**config.mk**
```make
export PLATFORM = sky130hd
export DESIGN_NAME = baud_gen
export DESIGN_NICKNAME = d
export VERILOG_FILES = /design/src/hdl/baud_gen_pkg.sv /design/src/hdl/baud_gen.sv
export SDC_FILE = /design/constraint.sdc
export NUM_CORES = 1
export LEC_CHECK = 0
export BUFFER_PORTS_ARGS = -buffer_cell sky130_fd_sc_hd__buf_4
export CAP_MARGIN = 20
export CORE_UTILIZATION = 50
export CTS_BUF_LIST = sky130_fd_sc_hd__clkbuf_16
export DETAILED_ROUTE_END_ITERATION = 7
export PLACE_DENSITY_LB_ADDON = 0.3
export SYNTH_ARGS = -nofsm -noshare
export SYNTH_HDL_FRONTEND = slang
export SYNTH_SLANG_ARGS = --single-unit
```
**constraint.sdc**
```tcl
create_clock -name clk_sys -period 4.5 [get_ports clk_sys]
set_input_delay 0.45 -clock clk_sys [delete_from_list [all_inputs] [get_ports clk_sys]]
set_output_delay 0.45 -clock clk_sys [all_outputs]
set_load 0.01 [all_outputs]
```
**src/hdl/baud_gen_pkg.sv**
```systemverilog
// Register map, field layout, reset values and carrier types of the baud generator
package baud_gen_pkg;

  // ==========================================================================
  // Register indices and byte addresses
  // ==========================================================================
  localparam logic [35:0] BASE_CLOCK_SELECT_IDX = 36'hFFFFFFA01;
  localparam logic [35:0] BAUD_DIVISOR_IDX      = 36'h0FFFFFA02;
  localparam logic [35:0] CHANNEL_CONTROL_IDX   = 36'h0FFFFFA00;
  localparam logic [35:0] CHANNEL_STATUS_IDX    = 36'h0FFFFFA03;
  localparam int          ADDR_W                = 12;
  // Byte address is four times the index, decoded on the low address bits
  localparam logic [ADDR_W-1:0] BASE_CLOCK_SELECT_ADDR = {BASE_CLOCK_SELECT_IDX[9:0], 2'b00};
  localparam logic [ADDR_W-1:0] BAUD_DIVISOR_ADDR      = {BAUD_DIVISOR_IDX[9:0], 2'b00};
  localparam logic [ADDR_W-1:0] CHANNEL_CONTROL_ADDR   = {CHANNEL_CONTROL_IDX[9:0], 2'b00};
  localparam logic [ADDR_W-1:0] CHANNEL_STATUS_ADDR    = {CHANNEL_STATUS_IDX[9:0], 2'b00};

  // ==========================================================================
  // Reset values and fields
  // ==========================================================================
  localparam logic [7:0] BASE_CLOCK_SELECT_RST = 8'h00;
  localparam logic [7:0] BAUD_DIVISOR_RST      = 8'hFF;
  localparam logic [2:0] CHANNEL_CONTROL_RST   = 3'h0;
  localparam int         CTL_POWER_BIT         = 0;
  localparam int         CTL_TX_ENABLE_BIT     = 1;
  localparam int         CTL_RX_ENABLE_BIT     = 2;
  localparam int         SEL_W                 = 4;
  localparam logic [3:0] SEL_MAX_INTERNAL      = 4'hA;
  localparam logic [3:0] SEL_EXTERNAL          = 4'hB;
  localparam logic [7:0] DIVISOR_MIN           = 8'h04;
  localparam int         PRESCALE_W            = 10;
  localparam logic [1:0] STOP_STRETCH_TICKS    = 2'h2;

  // ==========================================================================
  // Timing carrier towards the shift logic
  // ==========================================================================
  typedef struct packed {
    logic base_tick;    // One pulse per base clock, low while powered down
    logic tx_sclk;      // Transmit serial clock, half period k base clocks
    logic tx_bit_end;   // Pulse at each transmit bit boundary
    logic rx_sclk;      // Receive serial clock
    logic rx_latch;     // Pulse at the centre of each received bit
    logic rx_filtered;  // Noise-filtered receive line
  } baud_timing_s;

endpackage

```
**src/hdl/baud_gen.sv**
```systemverilog
// Baud rate generator for one serial channel with an APB register slave
//
// Decided for this implementation: register access over APB.
`timescale 1ns/1ps
// What this block does
// - separate 8-bit transmit and receive counters
// - powered channel routes selected source as base clock
// - unpowered channel holds base clock low
// - select codes 0-10 divide by 2^m, 11 external on channel 0 only
// - divisor k 4..255 divides base clock
// - bit rate is base clock over 2k
// - internal rate is main clock over 2^(m+1)k
// - select register resets 00, 4-bit read/write
// - divisor register resets FF, 8-bit read/write
// - receive counter from divisor times each latch
// - latch at bit centre, two clock margin
// - back-to-back stop bit stretched two base clocks
// - receive filter on base clock, three clock delay
module baud_gen
  import baud_gen_pkg::*;
#(
  parameter int CHANNEL = 0
) (
  input  wire logic                clk_sys,
  input  wire logic                rst,
  input  wire logic                psel,
  input  wire logic                penable,
  input  wire logic                pwrite,
  input  wire logic [ADDR_W-1:0]   paddr,
  input  wire logic [31:0]         pwdata,
  input  wire logic [3:0]          pstrb,
  output logic      [31:0]         prdata,
  output logic                     pready,
  output logic                     pslverr,
  input  wire logic                external_baud_clock_pin,
  input  wire logic                receive_data_pin,
  input  wire logic                tx_start,
  input  wire logic                tx_back_to_back,
  input  wire logic                rx_start,
  output baud_timing_s             timing,
  output logic                     channel_power_enable,
  output logic                     transmit_enable_bit,
  output logic                     receive_enable_bit
);

  // ==========================================================================
  // Register file
  // ==========================================================================
  logic [SEL_W-1:0] base_clock_select_q;
  logic [7:0]       baud_divisor_q;
  logic [2:0]       control_q;
  logic [31:0]      prdata_q;
  logic             pslverr_q;
  logic             setup;
  logic             wr_access;
  logic             addr_hit;
  logic [31:0]      rd_value;
  logic             setting_bad;
  logic [1:0]       sclk_level;

  assign setup     = psel & ~penable;
  assign wr_access = psel & penable & pwrite & pstrb[0];
  assign pready    = 1'b1;
  assign prdata    = prdata_q;
  assign pslverr   = pslverr_q;

  always_comb begin
    addr_hit = 1'b1;
    rd_value = 32'h0000_0000;
    unique case (paddr)
      BASE_CLOCK_SELECT_ADDR: rd_value = {28'h000_0000, base_clock_select_q};
      BAUD_DIVISOR_ADDR:      rd_value = {24'h00_0000, baud_divisor_q};
      CHANNEL_CONTROL_ADDR:   rd_value = {29'h0, control_q};
      CHANNEL_STATUS_ADDR:    rd_value = {28'h000_0000, setting_bad, sclk_level,
                                          timing.rx_filtered};
      default:                addr_hit = 1'b0;
    endcase
  end

  // Read data and error are prepared in the setup cycle so they leave flip-flops
  always_ff @(posedge clk_sys or posedge rst) begin
    if (rst) begin
      prdata_q  <= 32'h0000_0000;
      pslverr_q <= 1'b0;
    end else if (setup) begin
      prdata_q  <= pwrite ? 32'h0000_0000 : rd_value;
      pslverr_q <= ~addr_hit;
    end
  end

  // Only the low byte lane is implemented; upper lanes are ignored
  always_ff @(posedge clk_sys or posedge rst) begin
    if (rst) begin
      base_clock_select_q <= BASE_CLOCK_SELECT_RST[SEL_W-1:0];
      baud_divisor_q      <= BAUD_DIVISOR_RST;
      control_q           <= CHANNEL_CONTROL_RST;
    end else if (wr_access) begin
      if (paddr == BASE_CLOCK_SELECT_ADDR) begin
        base_clock_select_q <= pwdata[SEL_W-1:0];
      end
      if (paddr == BAUD_DIVISOR_ADDR) begin
        baud_divisor_q <= pwdata[7:0];
      end
      if (paddr == CHANNEL_CONTROL_ADDR) begin
        control_q <= pwdata[2:0];
      end
    end
  end

  assign channel_power_enable = control_q[CTL_POWER_BIT];
  assign transmit_enable_bit  = control_q[CTL_TX_ENABLE_BIT];
  assign receive_enable_bit   = control_q[CTL_RX_ENABLE_BIT];

  // ==========================================================================
  // Base clock source selection
  // ==========================================================================
  logic [PRESCALE_W-1:0] prescale_q;
  logic [PRESCALE_W-1:0] prescale_mask;
  logic [2:0]            ext_sync_q;
  logic                  internal_tick;
  logic                  external_tick;
  logic                  base_tick;

  always_ff @(posedge clk_sys or posedge rst) begin
    if (rst) begin
      prescale_q <= '0;
    end else if (!channel_power_enable) begin
      prescale_q <= '0;
    end else begin
      prescale_q <= prescale_q + 1'b1;
    end
  end

  // Pin passes two flip-flops; the third stage only serves edge detection
  always_ff @(posedge clk_sys or posedge rst) begin
    if (rst) begin
      ext_sync_q <= 3'h0;
    end else begin
      ext_sync_q <= {ext_sync_q[1:0], external_baud_clock_pin};
    end
  end

  always_comb begin
    prescale_mask = '0;
    for (int b = 0; b < PRESCALE_W; b++) begin
      prescale_mask[b] = (b < int'(base_clock_select_q));
    end
  end

  // A tick every 2^m main clocks; m = 0 ticks on every edge
  assign internal_tick = (prescale_q & prescale_mask) == prescale_mask;
  assign external_tick = ext_sync_q[1] & ~ext_sync_q[2];

  // Prohibited codes, and the external pin off channel 0, yield no base clock
  assign setting_bad = (base_clock_select_q > SEL_EXTERNAL) ||
                       ((base_clock_select_q == SEL_EXTERNAL) && (CHANNEL != 0));

  always_comb begin
    if (!channel_power_enable || setting_bad) begin
      base_tick = 1'b0;
    end else if (base_clock_select_q <= SEL_MAX_INTERNAL) begin
      base_tick = internal_tick;
    end else begin
      base_tick = external_tick;
    end
  end

  // ==========================================================================
  // Receive noise filter
  // ==========================================================================
  logic [1:0] rx_sync_q;
  logic [1:0] rx_sample_q;
  logic       rx_filtered_q;

  always_ff @(posedge clk_sys or posedge rst) begin
    if (rst) begin
      rx_sync_q <= 2'h3;
    end else begin
      rx_sync_q <= {rx_sync_q[0], receive_data_pin};
    end
  end

  // Three equal samples move the output, so a pulse of two clocks is dropped
  always_ff @(posedge clk_sys or posedge rst) begin
    if (rst) begin
      rx_sample_q   <= 2'h3;
      rx_filtered_q <= 1'b1;
    end else if (base_tick) begin
      rx_sample_q <= {rx_sample_q[0], rx_sync_q[1]};
      if ((rx_sample_q[0] == rx_sample_q[1]) && (rx_sync_q[1] == rx_sample_q[0])) begin
        rx_filtered_q <= rx_sample_q[1];
      end
    end
  end

  // ==========================================================================
  // Transmit and receive divider counters
  // ==========================================================================
  logic [7:0] divisor_k;
  logic [1:0] run;
  logic [1:0] restart;
  logic [1:0] stretch_req;
  logic [1:0] flip;

  // Prohibited divisors 0..3 behave as 4 so the counters never stall
  assign divisor_k   = (baud_divisor_q < DIVISOR_MIN) ? DIVISOR_MIN : baud_divisor_q;
  assign run         = {receive_enable_bit, transmit_enable_bit};
  assign restart     = {rx_start, tx_start};
  assign stretch_req = {1'b0, tx_back_to_back};

  for (genvar i = 0; i < 2; i++) begin : g_counter
    logic [7:0] cnt_q;
    logic       phase_q;
    logic [1:0] extra_q;
    logic       stretched_q;
    logic       at_end;
    logic       want_stretch;

    assign at_end       = base_tick && (cnt_q == divisor_k - 8'h01) && (extra_q == 2'h0);
    assign want_stretch = phase_q && stretch_req[i] && !stretched_q;
    // A restart in the same cycle wins, so no pulse without a phase change
    assign flip[i]      = at_end && !want_stretch && run[i] && !restart[i];
    assign sclk_level[i] = phase_q;

    always_ff @(posedge clk_sys or posedge rst) begin
      if (rst) begin
        cnt_q       <= 8'h00;
        phase_q     <= 1'b0;
        extra_q     <= 2'h0;
        stretched_q <= 1'b0;
      end else if (!run[i] || restart[i]) begin
        cnt_q       <= 8'h00;
        phase_q     <= 1'b0;
        extra_q     <= 2'h0;
        stretched_q <= 1'b0;
      end else if (base_tick) begin
        if (extra_q != 2'h0) begin
          extra_q <= extra_q - 2'h1;
        end else if (at_end && want_stretch) begin
          // The stretch tick itself is the first of the extra ticks
          extra_q     <= STOP_STRETCH_TICKS - 2'h1;
          stretched_q <= 1'b1;
        end else if (at_end) begin
          cnt_q       <= 8'h00;
          phase_q     <= ~phase_q;
          stretched_q <= 1'b0;
        end else begin
          cnt_q <= cnt_q + 8'h01;
        end
      end
    end
  end

  // ==========================================================================
  // Timing outputs
  // ==========================================================================
  baud_timing_s timing_q;

  always_ff @(posedge clk_sys or posedge rst) begin
    if (rst) begin
      timing_q <= '0;
    end else begin
      timing_q.base_tick   <= base_tick;
      timing_q.tx_sclk     <= sclk_level[0];
      timing_q.tx_bit_end  <= flip[0] & sclk_level[0];
      timing_q.rx_sclk     <= sclk_level[1];
      // First latch k base clocks after start detect, the centre of the bit
      timing_q.rx_latch    <= flip[1] & ~sclk_level[1];
      timing_q.rx_filtered <= rx_filtered_q;
    end
  end

  assign timing = timing_q;

endmodule

```
==> impl_results.md <==
* Status: complete, no violations
* Rows at 32
* Synth Cell Area at just over 0.004 mm^2
* Cts hold-fix bufs at 0
* Worst slew margin at 36.4%
* Commonest non-fill, non-tap cell in the layout: dfrtp_1
* Synth Register Bits at 71
* # setup viols final at 0
* Die width at 92.0 um
* Setup TNS at 0 ns
* Seq/Total Area, Yosys at between 40% and 50%
* Clock Latency Late Sink at approximately 0.34 ns
* Synth Flop Type: dfrtp_1
* Most frequent cells in the layout: 58 x dfrtp_1, 50 x buf_4, 28 x nand2_1, 25 x conb_1
* Port Buffers at 48
* Post-Synth XOR/XNOR Area at 4.98%
* CTS Buf Count at 9
* Post-Syn Instances at between 400 and 500
* ANT cells at 0
* Die Y at 92.0 um
* Worst reg2reg endpoint: g_counter[1].phase_q$_DFFE_PP0P_
* Compound-Gate Fraction of Synth Area at 13.5%
* Io pins at about 100
* DRC violations left at 0
* Bufs and invs on worst path at 0
* Post-CTS Repair Setup Buffers at 0
* CP Launch Type: register
* Die area at roughly 0.0085 mm^2
* Final hold slack at about 0.21 ns
* Total grt overflow at 0
* Core box area at 0.00777 mm^2
* Area Growth Syn to Fin at 16.3%
* Simple-gate share of the synthesized area at about a fifth
* Multiplexer share of the synthesized area at about 7%
* Top delay family on crit path: simple AND/OR/NAND/NOR gates
* GPL Wtd Cong at just under 0.9
* Layout cells sized above 1 at about a quarter
* Critical-path cell list: or4_4, o21ai_1, ha_1, or3b_2, or3_1, and3_1, nor4_1, nand4b_2, o21ai_4, o21bai_1
* Fin Clk Skew at 0.00714 ns
* Critical Path Stages at 10
* WP data required at roughly 4.7 ns
* Async SR Flop Fraction at 100%
* CTS max path bufs at 2
* GRT Util Overall at 22.2%
* Crit path kind: register to register
* CP arrival at 4.07 ns
* Vias/cell at around 5.5
* Via count at around 3100
* Fill cell total of the finished layout at roughly 660
* Max-slew violations at 0
* Setup crit end kind: register
* Power density over the cells at about 310 mW/mm^2
* Slew @ Worst Pin at ~0.94 ns
* Post-synthesis cell type count at 54
* CTS sink cnt at between 70 and 80
* Hold Path Class: input pin to asynchronous set/reset pin
* Pleak at 2.07 nW
* Number of enable flip-flop cells after synthesis at 0
* RR Startpoint: baud_divisor_q[4]$_DFFE_PP1P_
* Post-Synth Adder-Cell Area at 1.55%
* F_max at 0.259 GHz
* Fin nets at 522
* Ys Warns at 0
* Worst path max stage delay at roughly 0.58 ns
* Worst-path clk slew at 0.06 ns
* DRT Pass-1 Iters at 4
* First-pass GRT wire length at around 15000 um
* Vias in the first global route at 2975
* Largest family of logic cells by synthesized area: simple AND/OR/NAND/NOR gates
* Tcrit/Tclk final at between 80% and 90%
* WL/cell at about 15 um
* Worst R2R Setup Slack at 0.64 ns
* RSZ-0062 raised after global routing: no
* Hold Violations, Final at 0
* TritonCTS clock tree: yes
* Max-cap violations at 0
* Critical path startpoint: baud_divisor_q[4]$_DFFE_PP1P_
* DP Wirelength at approximately 6200 um
* CP Max Fanout at 9
* Final min period at 3.86 ns
* Syn avg cell area at 9.80 um^2
* Initial Utilization at a little over half
* Largest net degree at the start of global routing at 42
* DRT iter0 DRCs at about 110
* Antenna violations before repair at 0
* Capture point of the worst path: g_counter[1].phase_q$_DFFE_PP0P_
* Worst vdd ir at ~0.19 mV
* WL final at 8610 um
* CTS Root Cell: clkbuf_16
* PostCTS Resize Cnt at 0
* Critical path's slowest cell: or4_4
* Worst reg2reg path depth at 10
* Antenna-violating nets left at 0
* CTS H-Tree Depth at 3
==> area by class of cell <==
class                      count  area [um^2]  area share [%]
clock inverter                 7         91.3            1.94
timing repair buffer          50          375            7.98
clock buffer                   9          225            4.79
sequential                    71         1790            38.1
multi-input combinational    304         2010            42.6
inverter                      23         86.3            1.83
tap                          102          128            2.71
==> report_power, final <==
group / internal (mW) / switching (mW)
Sequential: 0.642 / 0.00145
Combinational: 0.0212 / 0.0323
Clock: 0.482 / 0.271
==> cell families after synthesis <==
family          count (synthesis)
compound gates                 81
xor+xnor                       23
fa+ha+maj                       5
buf+inv                        61
flops                          71
mux                            23
other cells                     2
simple gates                  147
==> flip-flops by register name, summed over array words and instances (netlist names), 3 cells and up <==
register / count
prescale_q: 10
base_clock_select_q: 4
baud_divisor_q: 8
timing: 6
prdata: 8
ext_sync_q: 3
g_counter.extra_q: 4
control_q: 3
g_counter.cnt_q: 16
==> cells in the mapped netlist, types with 6 or more instances <==
library cell   n  area (um^2)
nor2_1        24         90.1
and3_1         7         43.8
nand2b_1       8         50.1
and2_1        11         68.8
a21oi_1       18         90.1
clkbuf_1       8         30.0
buf_4         25          188
o21ai_0       21          105
nor4_1         7         43.8
nor3_1         9         45.0
nand2_1       28          105
xor2_1        10         87.6
mux2_2        15          169
dfrtp_1       58         1450
nand4_1        8         50.1
nand3_1       17         85.1
a211oi_1       9         67.6
xnor2_1       13          114
dfstp_2       13          342
inv_1         23         86.3
or3_1          6         37.5
==> metal layers <==
metal,global-route usage (%),wire (um),share of wire [%],vias up
met5,0,0,0,-
met4,8.85,197,2.3,0
met3,5.14,557,6.5,17
met2,35.6,4010,47,106
met1,29.2,3840,45,1474
li1,-,-,-,1516
==> worst register-to-register path: stages (launching register included) <==
cell and delay [ns]:
dfstp_2 0.41, or4_4 0.59, o21ai_1 0.33, ha_1 0.35
or3b_2 0.48, or3_1 0.42, and3_1 0.19, nor4_1 0.31
nand4b_2 0.27, o21ai_4 0.31, o21bai_1 0.10
==> worst min path at each step <==
stage	from	to	cells past startpoint
floorplan	ext_sync_q[0]$_DFF_PP0_	ext_sync_q[1]$_DFF_PP0_	0
global placement	ext_sync_q[0]$_DFF_PP0_	ext_sync_q[1]$_DFF_PP0_	0
detailed placement	rx_sync_q[0]$_DFF_PP1_	rx_sync_q[1]$_DFF_PP1_	0
CTS	receive_data_pin	rx_sync_q[0]$_DFF_PP1_	1
global route	receive_data_pin	rx_sync_q[0]$_DFF_PP1_	1
finish	rst	prescale_q[5]$_DFF_PP0_	2
==> through the flow <==
stage	util (%)	cells	setup WS (ns)	area (um^2)	power (mW)
after detailed placement	56.5	550	0.671	4390	0.709
final	60.6	566	0.641	4710	1.45
after global placement	56.5	550	0.683	4390	0.708
after CTS	60.6	566	0.645	4710	1.46
after global routing	60.6	566	0.429	4710	1.50
after floorplan	-	436	0.976	4130	0.697
Note: power is estimated with default switching activity, not from simulation.
